===== config.mk =====
export PLATFORM = sky130hd
export DESIGN_NAME = sssr_host_flat
export DESIGN_NICKNAME = d
export VERILOG_FILES = /design/src/hdl/sssr_pkg.sv /design/src/hdl/sssr_if.sv /design/src/hdl/sssr_host.sv /design/src/hdl/sssr_fifo.sv /design/src/flat_wrapper.sv
export SDC_FILE = /design/constraint.sdc
export NUM_CORES = 1
export LEC_CHECK = 0
export ABC_AREA = 0
export BUFFER_PORTS_ARGS = -buffer_cell sky130_fd_sc_hd__buf_2
export CAP_MARGIN = 10
export CELL_PAD_IN_SITES_DETAIL_PLACEMENT = 2
export CELL_PAD_IN_SITES_GLOBAL_PLACEMENT = 2
export CORE_MARGIN = 4
export CORE_UTILIZATION = 31
export CTS_CLUSTER_SIZE = 12
export DETAILED_ROUTE_END_ITERATION = 8
export GPL_TIMING_DRIVEN = 0
export HOLD_SLACK_MARGIN = 0.12
export PLACE_DENSITY_LB_ADDON = 0.12
export SLEW_MARGIN = 20
export SYNTH_ARGS = -nofsm -noshare
export SYNTH_HDL_FRONTEND = slang
export SYNTH_SLANG_ARGS = --single-unit

===== constraint.sdc =====
create_clock -name CLK_SYS -period 2.3 [get_ports CLK_SYS]
set_clock_uncertainty 0.2 [all_clocks]
set_input_delay 0.115 -clock CLK_SYS [delete_from_list [all_inputs] [get_ports CLK_SYS]]
set_output_delay 0.115 -clock CLK_SYS [all_outputs]
set_load 0.02 [all_outputs]

===== src/hdl/sssr_pkg.sv =====
// Purpose: Shared constants for the 1024-stage shift register and its driver
// Assumes: CLK_SYS at 20 MHz
// Notes: Shift clock is generated by the driver end from CLK_SYS
`default_nettype none
package sssr_pkg;
  localparam int STAGES = 1024;
  localparam int SYS_CLK_HZ = 20000000;
  localparam int SHIFT_CLK_MAX_HZ = 2000000;
  localparam int HIGH_MAX_US = 100;
  // Half period of the driven shift clock, rounded up so 2.0 MHz is never passed
  localparam int HALF_CYCLES = (SYS_CLK_HZ + 2 * SHIFT_CLK_MAX_HZ - 1) / (2 * SHIFT_CLK_MAX_HZ);
  // Longest high time, rounded down
  localparam int HIGH_MAX_CYCLES = HIGH_MAX_US * (SYS_CLK_HZ / 1000000);
  localparam int NUM_REGS = 8;
  localparam int ADDR_W = 3;
  localparam int FIFO_W = 1;
  localparam int FIFO_DEPTH = 4;
  localparam logic [7:0] CNT_RST = 8'h00;
endpackage
`default_nettype wire


===== src/hdl/sssr_if.sv =====
// Purpose: Pins between the driver logic and eight shift registers
// Assumes: One clock domain, CLK_SYS
// Notes: Registers are replicated per lane, index by register number
`default_nettype none
interface sssr_if;
  logic shift_clock;
  logic [sssr_pkg::NUM_REGS-1:0] sel;
  logic [sssr_pkg::NUM_REGS-1:0] data0;
  logic [sssr_pkg::NUM_REGS-1:0] data1;
  logic [sssr_pkg::NUM_REGS-1:0] dout;
  modport device (input shift_clock, input sel, input data0, input data1, output dout);
  modport host (output shift_clock, output sel, output data0, output data1, input dout);
endinterface
`default_nettype wire


===== src/hdl/sssr_host.sv =====
// Purpose: Driver for eight recirculating shift registers as a memory
// Assumes: CLK_SYS at 20 MHz; one bit written per shift pulse
// Notes: Write bits queue in a FIFO; reads show the selected output
`default_nettype none
module sssr_host (
  input wire logic CLK_SYS,
  input wire logic SRST,
  sssr_if.host LINK,
  input wire logic RUN,
  input wire logic WR_EN_N,
  input wire logic [sssr_pkg::ADDR_W-1:0] WR_ADDR,
  input wire logic WR_VALID,
  output logic WR_READY,
  input wire logic WR_DATA,
  input wire logic [sssr_pkg::ADDR_W-1:0] RD_ADDR,
  output logic RD_DATA,
  output logic RD_STROBE
);
  typedef enum logic [2:0] {
    SSSR_IDLE = 3'b001,
    SSSR_HIGH = 3'b010,
    SSSR_LOW = 3'b100
  } sssr_state_t;
  function automatic logic [sssr_pkg::NUM_REGS-1:0] sssr_dec(
    input logic [sssr_pkg::ADDR_W-1:0] a
  );
    sssr_dec = '0;
    sssr_dec[a] = 1'b1;
  endfunction
  sssr_state_t state;
  logic [7:0] cnt;
  logic f_valid;
  logic f_data;
  logic f_pop;
  logic write_now;
  logic fifo_in_ready;
  logic wr_take;
  logic [sssr_pkg::NUM_REGS-1:0] dout_s1, dout_s2, dout_s3;
  // Write is only done while enabled and a bit is queued
  localparam logic [7:0] CNT_LAST = 8'(sssr_pkg::HALF_CYCLES - 1);
  assign write_now = !WR_EN_N && f_valid;
  assign f_pop = write_now && (state == SSSR_LOW) && (cnt == CNT_LAST);
  // Only a bit offered while the registered ready is high is taken
  assign wr_take = WR_VALID && WR_READY;
  sssr_fifo #(.WIDTH(sssr_pkg::FIFO_W), .DEPTH(sssr_pkg::FIFO_DEPTH)) u_fifo (
    .clk(CLK_SYS),
    .srst(SRST),
    .in_valid(wr_take),
    .in_ready(fifo_in_ready),
    .in_data(WR_DATA),
    .out_valid(f_valid),
    .out_ready(f_pop),
    .out_data(f_data)
  );
  always_ff @(posedge CLK_SYS) begin
    if (SRST) begin
      WR_READY <= 1'b0;
    end else begin
      // Drop for a cycle after each take, so a lagging ready never offers a full FIFO
      WR_READY <= fifo_in_ready && !wr_take;
    end
  end
  // Clock pulses at fixed half period: high far below the 100 us limit
  always_ff @(posedge CLK_SYS) begin
    if (SRST) begin
      state <= SSSR_IDLE;
      cnt <= sssr_pkg::CNT_RST;
      LINK.shift_clock <= 1'b0;
    end else begin
      case (state)
        SSSR_IDLE: begin
          if (RUN) begin
            state <= SSSR_HIGH;
            cnt <= sssr_pkg::CNT_RST;
            LINK.shift_clock <= 1'b1;
          end
        end
        SSSR_HIGH: begin
          if (cnt == CNT_LAST) begin
            state <= SSSR_LOW;
            cnt <= sssr_pkg::CNT_RST;
            LINK.shift_clock <= 1'b0;
          end else begin
            cnt <= cnt + 8'h01;
          end
        end
        SSSR_LOW: begin
          if (cnt == CNT_LAST) begin
            cnt <= sssr_pkg::CNT_RST;
            state <= RUN ? SSSR_HIGH : SSSR_IDLE;
            LINK.shift_clock <= RUN;
          end else begin
            cnt <= cnt + 8'h01;
          end
        end
        default: begin
          state <= SSSR_IDLE;
          LINK.shift_clock <= 1'b0;
        end
      endcase
    end
  end
  // Select and data1 update only while not in SSSR_HIGH, so they hold through the high phase and at the fall
  always_ff @(posedge CLK_SYS) begin
    if (SRST) begin
      LINK.sel <= '0;
      LINK.data1 <= '0;
    end else if (state != SSSR_HIGH) begin
      LINK.sel <= write_now ? sssr_dec(WR_ADDR) : '0;
      LINK.data1 <= {sssr_pkg::NUM_REGS{write_now && f_data}};
    end
  end
  // Recirculation path: each output looped to its own input zero
  always_ff @(posedge CLK_SYS) begin
    dout_s1 <= LINK.dout;
    dout_s2 <= dout_s1;
    dout_s3 <= dout_s2;
  end
  always_ff @(posedge CLK_SYS) begin
    if (SRST) begin
      LINK.data0 <= '0;
    end else if (dout_s2 == dout_s3) begin
      LINK.data0 <= dout_s3;
    end
  end
  always_ff @(posedge CLK_SYS) begin
    if (SRST) begin
      RD_DATA <= 1'b0;
      RD_STROBE <= 1'b0;
    end else begin
      RD_DATA <= dout_s3[RD_ADDR];
      RD_STROBE <= (state == SSSR_LOW) && (cnt == CNT_LAST);
    end
  end
endmodule
`default_nettype wire


===== src/hdl/sssr_fifo.sv =====
// Purpose: Small valid/ready FIFO
// Assumes: Single clock, synchronous reset
// Notes: Full when DEPTH entries held
`default_nettype none
module sssr_fifo #(
  parameter int WIDTH = sssr_pkg::FIFO_W,
  parameter int DEPTH = sssr_pkg::FIFO_DEPTH
) (
  input wire logic clk,
  input wire logic srst,
  input wire logic in_valid,
  output logic in_ready,
  input wire logic [WIDTH-1:0] in_data,
  output logic out_valid,
  input wire logic out_ready,
  output logic [WIDTH-1:0] out_data
);
  localparam int AW = $clog2(DEPTH);
  logic [WIDTH-1:0] mem [DEPTH];
  logic [AW-1:0] wp;
  logic [AW-1:0] rp;
  logic [AW:0] count;
  logic push;
  logic pop;
  assign in_ready = (count != (AW+1)'(DEPTH));
  assign out_valid = (count != '0);
  assign out_data = mem[rp];
  assign push = in_valid && in_ready;
  assign pop = out_valid && out_ready;
  always_ff @(posedge clk) begin
    if (push) begin
      mem[wp] <= in_data;
    end
  end
  always_ff @(posedge clk) begin
    if (srst) begin
      wp <= '0;
      rp <= '0;
      count <= '0;
    end else begin
      if (push) begin
        wp <= (wp == AW'(DEPTH - 1)) ? '0 : wp + 1'b1;
      end
      if (pop) begin
        rp <= (rp == AW'(DEPTH - 1)) ? '0 : rp + 1'b1;
      end
      count <= count + (AW+1)'(push) - (AW+1)'(pop);
    end
  end
endmodule
`default_nettype wire


===== src/flat_wrapper.sv =====
// flat-port wrapper written by rule: the top's interface ports become plain ports
module sssr_host_flat 
  (CLK_SYS, SRST, RUN, WR_EN_N, WR_ADDR, WR_VALID, WR_READY, WR_DATA, RD_ADDR, RD_DATA, RD_STROBE, LINK_shift_clock, LINK_sel, LINK_data0, LINK_data1, LINK_dout);
  sssr_if LINK_i ();
  input wire logic CLK_SYS;
  input wire logic SRST;
  input wire logic RUN;
  input wire logic WR_EN_N;
  input wire logic [sssr_pkg::ADDR_W-1:0] WR_ADDR;
  input wire logic WR_VALID;
  output logic WR_READY;
  input wire logic WR_DATA;
  input wire logic [sssr_pkg::ADDR_W-1:0] RD_ADDR;
  output logic RD_DATA;
  output logic RD_STROBE;
  output wire logic [$bits(LINK_i.shift_clock)-1:0] LINK_shift_clock;
  output wire logic [$bits(LINK_i.sel)-1:0] LINK_sel;
  output wire logic [$bits(LINK_i.data0)-1:0] LINK_data0;
  output wire logic [$bits(LINK_i.data1)-1:0] LINK_data1;
  input wire logic [$bits(LINK_i.dout)-1:0] LINK_dout;
  assign LINK_shift_clock = LINK_i.shift_clock;
  assign LINK_sel = LINK_i.sel;
  assign LINK_data0 = LINK_i.data0;
  assign LINK_data1 = LINK_i.data1;
  assign LINK_i.dout = LINK_dout;
  sssr_host u_core (.CLK_SYS(CLK_SYS), .SRST(SRST), .LINK(LINK_i), .RUN(RUN), .WR_EN_N(WR_EN_N), .WR_ADDR(WR_ADDR), .WR_VALID(WR_VALID), .WR_READY(WR_READY), .WR_DATA(WR_DATA), .RD_ADDR(RD_ADDR), .RD_DATA(RD_DATA), .RD_STROBE(RD_STROBE));
endmodule

* After elaboration in Yosys (flattened, before gate mapping)
Memory sizes are Yosys's and may differ from the RTL's. A register that Yosys moved wholly into a read port is not among the register bits.
Cells that the tools add are included.
W data, S select, Z words.
** Operators by class
- $add $sub $neg :: 5
- Multipliers :: 0
- Div/mod/pow operators :: 0
- Order comparisons :: 3
- Eq/ne operators :: 12
- Shift-type cells :: 0
- Mux-type cells :: 23
- Bitwise logic cells :: 0
- Reduce and logical (&&, ||, !) cells :: 17
** Operator list (count)
- $mux W8 :: 3
- $pmux W8 S2 :: 1
- $logic_and A1 B1 Y1 :: 10
- $mux W2 :: 5
- $mux W3 :: 3
- $pmux W3 S3 :: 1
- $add A8 B1 Y8 const B :: 1
- $eq A8 B3 Y1 const B :: 1
- $eq A8 B8 Y1 :: 1
- $lt A3 B4 Y1 const B :: 2
- $mux W1 :: 7
- $add A2 B1 Y2 const B :: 2
- $eq A2 B2 Y1 const B :: 2
- $ne A2 B2 Y1 const B :: 2
- $add A3 B1 Y3 :: 1
- $bmux W1 S3 :: 1
- $demux W1 S3 :: 1
- $eq A3 B1 Y1 const B :: 1
- $eq A3 B2 Y1 const B :: 1
- $eq A3 B3 Y1 const B :: 1
- $ge A3 B1 Y1 const B :: 1
- $ne A3 B2 Y1 const B :: 1
- $ne A3 B3 Y1 const B :: 1
- $pmux W1 S3 :: 1
- other kinds (8) :: 9
** Word-level totals
- Bits in registers :: 63
- Bits in latches :: 0
- RAM bits :: 4
- Bits in read-only memories :: 0
- Input bits :: 20
- Output and inout bits :: 28
- Word-level logic and storage cells :: 76
- Memories kept :: 1
** Memory list
- u_core.u_fifo.mem :: depth 4, width 1, read ports 1, clocked after memory_dff 1, wr ports 1, RTL line sssr_fifo.sv:19 : logic [WIDTH-1:0] mem [DEPTH];

* Longest topological paths before layout
Gate-level depths: netlist of the first run.
- Word-level depth :: 7
- Gate-level depth with buffers :: 11
- Mapped depth without buffers :: 11

* Cells and area by module
From an unflattened synthesis of the first run, not the netlist that was laid out.
** Unflattened totals
- Cells, all modules :: 262
- Area, all modules :: 2824.0 um^2
** Modules (own cells, without submodules)
- sssr_host :: times used 1, cells each 207, area an instance 2183.3 um^2, sequential area each 1121.1 um^2
- sssr_fifo :: times used 1, cells each 55, area an instance 640.6 um^2, sequential area each 300.3 um^2

* Least setup slack after synthesis of the first run
Ideal clock, no wire load.
- Kind :: register -> register
- From :: reg u_core.cnt[0]
- To :: reg u_core.u_fifo.count[2]
- Library setup time :: 0.128 ns
- Data arrival time :: 2.039 ns
- Data required time :: 1.972 ns
- Slack :: -0.066 ns
- Cell stages (with the launch flop) :: 12
- Buffers on the path :: 0
- Period minus slack after synthesis :: 2.366 ns
- Cells stage by stage :: dfxtp_1 > inv_1 > ha_1 > nor4b_4 > nand4bb_1 > nor2_1 > ha_1 > inv_1 > ha_1 > fa_1 > xnor2_1 > nor2_1
** On the way
- Word-level cells in the longest chain between the ends :: 4
** RTL lines
- start: declaration :: RTL line sssr_host.sv:31 : logic [7:0] cnt;
- start signal: assignment :: RTL line sssr_host.sv:67 : cnt <= sssr_pkg::CNT_RST;
- start signal: assignment :: RTL line sssr_host.sv:74 : cnt <= sssr_pkg::CNT_RST;
- start signal: assignment :: RTL line sssr_host.sv:81 : cnt <= sssr_pkg::CNT_RST;
- $eq A8 B3 Y1 :: RTL line sssr_host.sv:42 : assign f_pop = write_now && (state == SSSR_LOW) && (cnt == CNT_LAST);
- $logic_and A1 B1 Y1 :: RTL line sssr_host.sv:42
- $logic_and A1 B1 Y1 :: RTL line sssr_fifo.sv:29 : assign pop = out_valid && out_ready;
- $sub A3 B1 Y3 :: RTL line sssr_fifo.sv:47 : count <= count + (AW+1)'(push) - (AW+1)'(pop);
- end signal: assignment :: RTL line sssr_fifo.sv:47
- end: declaration :: RTL line sssr_fifo.sv:22 : logic [AW:0] count;
Every way passes these cells.
A chain may end at the register's enable or synchronous reset.

* Worst setup path after layout of the first run
- From :: reg u_core.cnt[1]
- To :: reg u_core.u_fifo.count[1]
The elaborated chain is that of the path after synthesis.

==> results of run 1 <==
-- through the flow --
stage | TNS [ns] | setup slack [ns] | hold slack [ns] | utilization (%)
floorplan | -0.006159 | -0.006159 | -0.05728 | -
global placement | -0.4068 | -0.2096 | 0.01726 | 36.96
detailed placement | -0.5157 | -0.2715 | 0.01907 | 36.96
CTS | -0.1473 | -0.08046 | 0.1235 | 42.68
global route | -0.3594 | -0.1904 | 0.1407 | 42.84
finish | -0.06868 | -0.04038 | 0.1273 | 42.84
-- tightest hold or removal path: stages --
cell and delay, ns:
buf_2 0.14, clkbuf_1 0.24, nor2_1 0.15
-- routing by layer --
layer	global-route usage, %	vias up	routed length [µm]	part of all wire, %
li1	-	1076	-	-
met1	17.66	1039	2952	44
met2	24.45	38	3462	51
met3	4.614	6	268	4.0
met4	3.988	0	70	1.0
met5	0	-	0	0
-- layout by cell type, fill, tap and decap left out, types with 3 or more instances in the layout --
master         count
a21oi_1           19
a22oi_1            8
and2_1             4
and4_1             3
buf_2             49
buf_4             16
clkbuf_1           7
clkbuf_8           9
dfxtp_1           63
dlygate4sd3_1     20
edfxtp_1           4
ha_1               7
inv_1              9
inv_2              3
inv_8              4
mux2i_1            5
mux4_2             3
nand2_1            6
nand3_1           10
nand4_1            3
nor2_1            21
nor2b_1            5
nor3_1             3
o21ai_0           17
or3_1              4
xnor2_1           12
-- power breakdown --
| group | leakage (nW) | internal [mW] | switching [mW] |
|---|---|---|---|
| clock network | 0.0981 | 0.429 | 0.552 |
| logic | 0.774 | 0.130 | 0.143 |
| registers | 0.572 | 1.25 | 0.0305 |
| total | 1.44 | 1.80 | 0.725 |
-- cell type report --
type / count / area [µm²]
inverter: 13 / 51.30
buffer: 17 / 96.34
clock buffer: 9 / 123.9
tap: 105 / 131.4
sequential: 69 / 1429
multi-input combinational: 159 / 1176
clock inverter: 7 / 70.07
fill: 916 / 4767
timing repair buffer: 75 / 495.5
-- state kept, by name, summed over array words and instances, names as in the netlist, 4 cells and up, named ones only --
register and cells:
u_core.LINK.sel 8, u_core.LINK.data0 8, u_core.dout_s1 8, u_core.cnt 8
u_core.u_fifo.mem 4, u_core.dout_s2 8, u_core.dout_s3 8
-- what timing repair did --
item,CTS,global route
gates resized for setup,6,3
endpoints found under the setup margin,2,9
endpoints found under the hold margin,30,0
hold buffers,20,0
buffers inserted,8,0
pin swaps,3,0
-- final timing paths --
kind                            slack (ns)                endpoint  depth (start not counted)               from
worst max register to register       -0.04  u_core.u_fifo.count[1]                         10      u_core.cnt[1]
worst min register to register        0.13       u_core.dout_s2[2]                          0  u_core.dout_s1[2]
worst min-delay path                  0.13      u_core.LINK.sel[3]                          3               SRST
worst max-delay path                 -0.04  u_core.u_fifo.count[1]                         10      u_core.cnt[1]
-- logic make-up after synthesis --
family / count (synthesis) / synth area share, %
AND/OR/NAND/NOR: 74 / 16.14
flip-flops: 69 / 52.84
AO/OA/AOI/OAI: 54 / 11.95
XOR/XNOR: 13 / 4.233
buffers and inverters: 31 / 5.535
multiplexers: 8 / 4.372
adder cells (fa/ha/maj): 10 / 4.930
==> results.md, run 1 <==
* Largest net degree at the start of global routing at 17
* Placed cells at 411
* Pwr Total at between 2 and 3 mW
* Sequential fraction of the synthesis area at between 50% and 60%
* Top-count cell post-synth: dfxtp_1
* Syn nets at 289
* First-pass GRT wire length at approximately 11,000 µm
* Prevailing post-synth register cell: dfxtp_1
* Row cnt at 33
* Worst hold path class: input port to register
* Synth Instances at approximately 260
* DRC at 0
* Antenna violations before repair at 0
* Die height at roughly 100 µm
* Synthesized area at approximately 0.0027 mm²
* CTS Buf Count at 9
* CTS clk-pin slew, worst paths at ~0.090 ns
* Non-Filler Instances at between 400 and 500
* Area Growth Syn to Fin at 32.84%
* Max_cap viols at 0
* Skew-Pair Late Insertion Delay at between 0.3 and 0.4 ns
* Commonest cells in the netlist: dfxtp_1, nor2_1, a21oi_1
* Setup violators final at 2
* Clk buf depth at 2
* Final RePlAce weighted congestion at around 0.72
* DRT Pass-1 Iters at 4
* Crit-path max FO at 2
* Layout cells sized above 1 at between 20% and 30%
* Total Routing Usage GR at between 10% and 20%
* Vias at 2,159
* H-tree depth at 3
* Fin worst setup slack at -0.04038 ns
* Status: complete, but fails checks
* Top achievable clock speed at 0.4273 GHz
* Critical path's slowest cell: fa_1
* Placed Area at ~0.0031 mm²
* Worst vdd ir at 0.4278 mV
* Register bit total from synthesis at slightly below 70
* Clock root cell: clkbuf_8
* # port buffers at 47
* Pins Over Slew Limit at 0
* Count of cell types in the netlist at 41
* Async SR Flop Fraction at 0%
* Final hold vios at 0
* Rel. slew slack at 50.05%
* Worst-path cell chain: inv_2 -> ha_4 -> nor4b_4 -> nand4bb_1 -> nor2_1 -> ha_1 -> inv_2 -> ha_4 -> fa_1 -> nor2b_1
* Wirelength, routed at 6753 µm
* Die W at 101.2 µm
* Worst-Margin Slew at 0.7424 ns
* Starting Density at around 32%
* Antenna Nets Post-Route at 0
* Failing checks: setup timing
* Mapped Avg Cell Area at 10.39 µm²
* Critical Path End Type: register
* Sinks on Clock Net at approximately 70
* Die area at slightly above 0.01 mm²
* Yosys Warn Count at 0
* CP bufs+invs at 2
* Synth area leaders: dfxtp_1, edfxtp_1, ha_1, xnor2_1, a21oi_1
* Leakage at around 1.4 nW
* Crit path max-delay family: adder cells
* Fin crit share at 101.8%
* P per Cell Area at ~710 mW/mm²
* Minimum clock period at roughly 2.3 ns
* Synth area leader: dfxtp_1
* Io pins at 48
* Antenna fix cells at 0
* GR Overflow Total at 0
* Kind of critical path: register to register
* DR vias/cell at around 4.8
* Post-synth EDFFs at 4
* Hpwl dp at around 4800 µm
* Vias in the first global route at about 2,300
* Wire length per cell at around 15 µm
* Top-area cell type share of the netlist area at between 40 and 50%
* Biggest cell delay along the critical path at around 0.4 ns
* RSZ-0062 raised after global routing: true
* Startpoint Class: register
* Final net count at between 300 and 400
* Worst path required time at 2.35 ns
* Core area at 0.008341 mm²
* CTS tree: done
* CP Data Arrival Time at between 2 and 2.5 ns
* Final Instance Area at between 0.003 and 0.004 mm²
* Number of DRC markers in iteration 0 at 29
Power figures use the tool's default switching activity.
==> run 2: changes to the inputs <==
--- a/config.mk
+++ b/config.mk
@@ -11,7 +11,7 @@
 export CELL_PAD_IN_SITES_DETAIL_PLACEMENT = 2
 export CELL_PAD_IN_SITES_GLOBAL_PLACEMENT = 2
 export CORE_MARGIN = 4
-export CORE_UTILIZATION = 31
+export CORE_UTILIZATION = 32
 export CTS_CLUSTER_SIZE = 12
 export DETAILED_ROUTE_END_ITERATION = 8
 export GPL_TIMING_DRIVEN = 0
@@ -20,4 +20,5 @@
 export SLEW_MARGIN = 20
 export SYNTH_ARGS = -nofsm -noshare
 export SYNTH_HDL_FRONTEND = slang
+export SYNTH_HIERARCHICAL = 1
 export SYNTH_SLANG_ARGS = --single-unit
==> run 2 against run 1 <==
  * Highest routed layer unchanged
  * Final cell count increased by 1.3%
  * Sequential power about the same
  * Largest power group unchanged
  * Sequential cell count did not move
  * Critical path depth increased by 5
  * Routed wire length rose by 2.9%
  * Via count is 0.97% higher
  * Combinational power decreased by 13%
  * Sequential share of layout area decreased by 1.8 points
  * The run still ends with setup timing left
  * Final area grew 4.8%
  * Register-to-register slack worse by 0.50 ns
  * Worst hold slack better by 0.0087 ns
  * Non-clock buffer count shrank 1
==> results.md, run 2 <==
* Status: complete, but fails checks
* Failing checks: setup timing
* Most common cell after layout, fill and taps aside: dfxtp_1
* Worst path required time at 2.32 ns
* Leakage at around 1.6 nW
* Starting Density at about a third
* Core Util, Final at 43.36%
* CP bufs+invs at 3
* CTS tree: done
* # port buffers at 47
* Total Routing Usage GR at between 10% and 20%
* Syn nets at about 300
* Fin worst setup slack at -0.5430 ns
* Sinks on Clock Net at 69
* DRC at 0
* CTS clk-pin slew, worst paths at approximately 0.09 ns
* Worst-Margin Slew at approximately 0.56 ns
* Logic pwr share at about a tenth
* Die W at 101.9 µm
* Clock share of power at 39.9%
* Row cnt at 34
* Die height at ~100 µm
* Area Growth Syn to Fin at 32.61%
* Skew-Pair Late Insertion Delay at between 0.3 and 0.4 ns
* Core area at 0.008636 mm²
* Prevailing post-synth register cell: dfxtp_1
* Final RePlAce weighted congestion at 0.7518
* Layout cells sized above 1 at a little over a third
* Worst-path cell chain: inv_4 -> ha_4 -> or4b_4 -> nor2_4 -> nand2_4 -> nor2_4 -> o31ai_4 -> inv_2 -> ha_4 -> inv_4 -> ha_4 -> fa_2 -> xnor2_2 -> xnor2_1 -> nor2_1
* CTS Buf Count at 9
* GR Overflow Total at 0
* Crit path max-delay family: simple AND/OR/NAND/NOR gates
* Rel. slew slack at a little over three fifths
* Number of DRC markers in iteration 0 at 51
* Synth area leader: dfxtp_1
* Final net count at about 380
* Most frequent CP cell: ha_4
* Commonest cells in the netlist: dfxtp_1, nor2_1, nand2b_1
* Fin crit share at 123.6%
* Post-synth EDFFs at 4
* Most frequent cells in the layout: dfxtp_1, buf_2, nor2_1
* Antenna violations before repair at 0
* CP Data Arrival Time at about 2.9 ns
* Antenna Nets Post-Route at 0
* Internal at around 1.8 mW
* DRT Pass-1 Iters at 4
* Sequential fraction of the synthesis area at roughly half
* Register bit total from synthesis at between 60 and 70
* Vias at about 2,200
* Critical path's slowest cell: or4b_4
* Top achievable clock speed at ~0.35 GHz
* Worst vdd ir at about 0.44 mV
* Synth Instances at approximately 260
* Hpwl dp at slightly below 5000 µm
* Wirelength, routed at just under 7000 µm
* Fin Setup TNS at -1.224 ns
* Biggest cell delay along the critical path at approximately 0.49 ns
* Top-area cell type share of the netlist area at about 46%
* Net Switching at a little over 700 µW
* Mapped Avg Cell Area at 10.78 µm²
* Minimum clock period at 2.843 ns
* Vias in the first global route at 2,363
* H-tree depth at 3
* Final hold vios at 0
* Die area at a little over 0.01 mm²
* Clk buf depth at 2
* Fillcell total at between 900 and 1,000
* Synth area leaders: dfxtp_1, nand2b_1, edfxtp_1, xnor2_1, ha_1
* Synthesized area at between 0.002 and 0.003 mm²
* Flop pwr share at ~51%
* Worst hold path class: register to register
* P per Cell Area at just under 700 mW/mm²
* First-pass GRT wire length at between 10,000 and 15,000 µm
* RSZ-0062 raised after global routing: true
* Kind of critical path: register to register
* Setup violators final at 5
* Antenna fix cells at 0
* Largest net degree at the start of global routing at 17
* Pins Over Slew Limit at 0
* Critical Path End Type: register
* Count of cell types in the netlist at 54
* Sw frac at between 20% and 30%
* Wire length per cell at between 15 and 20 µm
* Max_cap viols at 0
* Io pins at between 40 and 50
* DR vias/cell at ~4.7
* Yosys Warn Count at 6
* Async SR Flop Fraction at 0%
* Crit-path max FO at 3
* Clock root cell: clkbuf_8
* Startpoint Class: register
* Top-count cell post-synth: dfxtp_1
==> run 2: stage by stage <==
step | std cells | power [mW] | area [µm²] | setup slack (ns) | hold slack [ns]
after floorplan | 262 | 1.433 | 2850 | -0.4702 | -0.05728
after global placement | 417 | 1.502 | 3221 | -0.7580 | 0.01674
after detailed placement | 417 | 1.509 | 3221 | -0.8044 | 0.02022
after CTS | 457 | 2.569 | 3702 | -0.6008 | 0.1251
after global routing | 460 | 2.671 | 3745 | -0.6855 | 0.1469
final | 460 | 2.521 | 3745 | -0.5430 | 0.1360
==> run 2: layer usage <==
metal  part of all wire, %  vias up  global-route usage, %
met5                     0        -                      0
met4                   1.2        0                  3.330
met3                   3.9        9                  4.846
met2                    52       35                  26.06
met1                    43     1055                  16.63
li1                      -     1081                      -
==> run 2: power groups by stage <==
stage	Combinational [mW]	Sequential, mW	Clock [mW]
finish	0.237	1.28	1.01
global route	0.265	1.29	1.12
CTS	0.235	1.28	1.05
detailed placement	0.201	1.31	0
global placement	0.198	1.30	0
floorplan	0.127	1.31	0
==> run 2: final timing paths <==
kind	startpoint	to	slack, ns	cells after the start
setup / recovery	u_core/cnt[0]	u_core/u_fifo/count[2]	-0.54	15
hold reg to reg	u_core/dout_s1[4]	u_core/dout_s2[4]	0.14	0
hold / removal	u_core/dout_s1[4]	u_core/dout_s2[4]	0.14	0
setup reg to reg	u_core/cnt[0]	u_core/u_fifo/count[2]	-0.54	15
==> run 2: worst register-to-register path, delay by kind of cell (launching register included) <==
family,cells,cell delay (ns)
flip-flops,1,0.36
XOR/XNOR,2,0.28
buffers and inverters,3,0.16
AND/OR/NAND/NOR,5,0.87
AO/OA/AOI/OAI,1,0.09
adder cells (fa/ha/maj),4,0.75
==> run 2: cell families after synthesis <==
family          after synthesis  share of synthesized area [%]
fa+ha+maj                    10                          4.697
compound gates               34                          9.748
simple gates                 94                          19.50
buf+inv                      28                          5.361
flops                        69                          50.33
xor+xnor                     13                          4.032
mux                          14                          6.336
==> run 2: final cells by class <==
cell class	instances	area [µm²]	share of cell area [%]
repair buffers	74	483.0	12.90
plain buffers	17	112.6	3.007
inverters	11	46.29	1.236
clock buffers	9	123.9	3.308
flip-flops and latches	69	1429	38.16
multi-input cells	165	1341	35.82
well taps	108	135.1	3.608
clock inverters	7	73.82	1.971
==> run 2: timing repair <==
item | 4_1_cts | 5_1_grt
endpoints found under the hold margin | 30 | 0
hold buffers | 18 | 0
setup endpoints to repair | 5 | 5
pin swaps | 5 | 1
gates cloned | 0 | 0
buffers inserted | 6 | 3
gates resized for setup | 14 | 5
==> run 3: changes to the inputs <==
==> constraint.sdc (replaced) <==
create_clock -name CLK_SYS -period 2.6 [get_ports CLK_SYS]
set_clock_uncertainty 0.2 [all_clocks]
set_input_delay 0.13 -clock CLK_SYS [delete_from_list [all_inputs] [get_ports CLK_SYS]]
set_output_delay 0.13 -clock CLK_SYS [all_outputs]
set_load 0.02 [all_outputs]
==> run 3 against run 2 <==
  * The flow still finishes with violations (setup timing)
  * Via count is essentially flat
  * Sequential share of layout area shrank 0.076 points
  * Clock power shrank 12%
  * Core utilization grew 0.087 points
  * Final cell count grew 0.22%
  * Sequential power shrank 12%
  * Largest power group unchanged
  * Highest routed layer unchanged
==> results.md, run 3 (synthesis results as in run 2) <==
* Total Routing Usage GR at roughly 14%
* Crit-path max FO at 3
* CTS Buf Count at 9
* CTS tree: done
* Final hold vios at 0
* CTS clk-pin slew, worst paths at approximately 0.090 ns
* Largest net degree at the start of global routing at 17
* Starting Density at about a third
* Number of DRC markers in iteration 0 at 55
* Wire length per cell at 15.05 µm
* Row cnt at 34
* Fillcell total at 919
* H-tree depth at 3
* Setup violators final at 2
* Worst-Margin Slew at 0.5649 ns
* Max_cap viols at 0
* Startpoint Class: register
* RSZ-0062 raised after global routing: true
* Antenna violations before repair at 0
* Most frequent CP cell: ha_4
* Area Growth Syn to Fin at 32.88%
* Hpwl dp at roughly 4800 µm
* P per Cell Area at about 600 mW/mm²
* DR vias/cell at ~4.7
* Antenna Nets Post-Route at 0
* Final net count at between 300 and 400
* Status: complete, but fails checks
* Antenna fix cells at 0
* Die height at 101.9 µm
* Clock root cell: clkbuf_8
* Die area at 0.01039 mm²
* Most frequent cells in the layout: dfxtp_1, buf_2, nor2_1
* Vias in the first global route at 2,354
* Fin worst setup slack at -0.2734 ns
* Leakage at ~1.6 nW
* CP bufs+invs at 3
* Final RePlAce weighted congestion at 0.7518
* DRT Pass-1 Iters at 4
* CP Data Arrival Time at a little under 3 ns
* Clk buf depth at 2
* Fin crit share at 110.5%
* Worst hold path class: register to register
* Core area at 0.008636 mm²
* Skew-Pair Late Insertion Delay at between 0.3 and 0.4 ns
* Met1 usage at 16.72%
* Met3 usage in global routing at about 4.8%
* Sinks on Clock Net at 69
* Fin Setup TNS at -0.4425 ns
* Worst vdd ir at ~0.4 mV
* Kind of critical path: register to register
* Final Instance Area at 0.003752 mm²
* # port buffers at between 40 and 50
* Placed cells at approximately 420
* Crit path max-delay family: simple AND/OR/NAND/NOR gates
* Placed Area at between 0.003 and 0.004 mm²
* DRC at 0
* Layout cells sized above 1 at between 30% and 40%
* Vias at ~2,200
* GR Overflow Total at 0
* Met2 Use GR at ~26%
* Critical Path End Type: register
* Worst-path cell chain: inv_4 -> ha_4 -> or4b_4 -> nor2_4 -> nand2_4 -> nor2_4 -> o31ai_4 -> inv_2 -> ha_4 -> inv_2 -> ha_4 -> fa_2 -> xnor2_2 -> xnor2_1 -> nor2_1
* First-pass GRT wire length at roughly 12,000 µm
* Wirelength, routed at ~7000 µm
* Io pins at 48
* Most common cell after layout, fill and taps aside: dfxtp_1
* Non-Filler Instances at roughly 460
* Biggest cell delay along the critical path at 0.49 ns
* Register area at approximately 0.0014 mm²
* Busiest layer in global routing: met2
* Pwr Total at 2.226 mW
* Die W at roughly 100 µm
* Top achievable clock speed at 0.3480 GHz
* Multi-input logic area at 0.001341 mm²
* Pins Over Slew Limit at 0
* Failing checks: setup timing
* Rel. slew slack at 62.30%
* Worst Hold Slack at 0.1355 ns
* Minimum clock period at roughly 2.9 ns
* Worst path required time at ~2.6 ns
* Critical path's slowest cell: or4b_4
run 3: cell count changes in the layout (fill, tap and decap cells not counted):
cell           previous run  this run
inv_4                     2         1
dlygate4sd3_1            18        19
inv_2                     3         4
run 3: report_power, final:
part           internal (mW)  switching, mW
clock                  0.385          0.504
combinational          0.105          0.102
sequential              1.10         0.0298
run 3: worst reg2reg max path, cell delays in order, from the launching register on:
cell     delay (ns)
dfxtp_4        0.36
inv_4          0.06
ha_4           0.13
or4b_4         0.49
nor2_4         0.15
nand2_4        0.07
nor2_4         0.11
o31ai_4        0.09
inv_2          0.07
ha_4           0.12
inv_2          0.04
ha_4           0.14
fa_2           0.35
xnor2_2        0.14
xnor2_1        0.16
nor2_1         0.06
run 3: path summary, 6_finish.rpt:
| kind | from | endpoint | slack, ns | depth (start not counted) |
|---|---|---|---|---|
| hold reg to reg | u_core/dout_s1[4] | u_core/dout_s2[4] | 0.14 | 0 |
| hold / removal | u_core/dout_s1[4] | u_core/dout_s2[4] | 0.14 | 0 |
| setup / recovery | u_core/cnt[0] | u_core/u_fifo/count[2] | -0.27 | 15 |
| setup reg to reg | u_core/cnt[0] | u_core/u_fifo/count[2] | -0.27 | 15 |
run 3: cell type report:
type | instances | share of cell area [%]
buffer | 17 | 3.001
clock buffer | 9 | 3.301
clock inverter | 7 | 1.967
inverter | 11 | 1.167
multi-input combinational | 165 | 35.75
sequential | 69 | 38.08
tap | 108 | 3.601
timing repair buffer | 75 | 13.14
run 3: layer usage:
metal  vias to the layer above  wire [µm]  part of all wire (%)
met4                         0         78                   1.1
li1                       1081          -                     -
met5                         -          0                     0
met3                         9        276                   4.0
met2                        35       3541                    51
met1                      1056       3042                    44
run 3: what timing repair did:
action,CTS,global route
buffers inserted,6,3
pin swaps,5,1
gates resized for setup,12,6
endpoints found under the setup margin,3,4
hold endpoints to repair,30,0
hold buffers,19,0
run 3: per-stage QoR:
stage	utilization [%]	worst slack, ns
detailed placement	37.29	-0.5044
floorplan	-	-0.1702
global placement	37.29	-0.4580
finish	43.45	-0.2734
CTS	42.87	-0.3086
global route	43.45	-0.3954
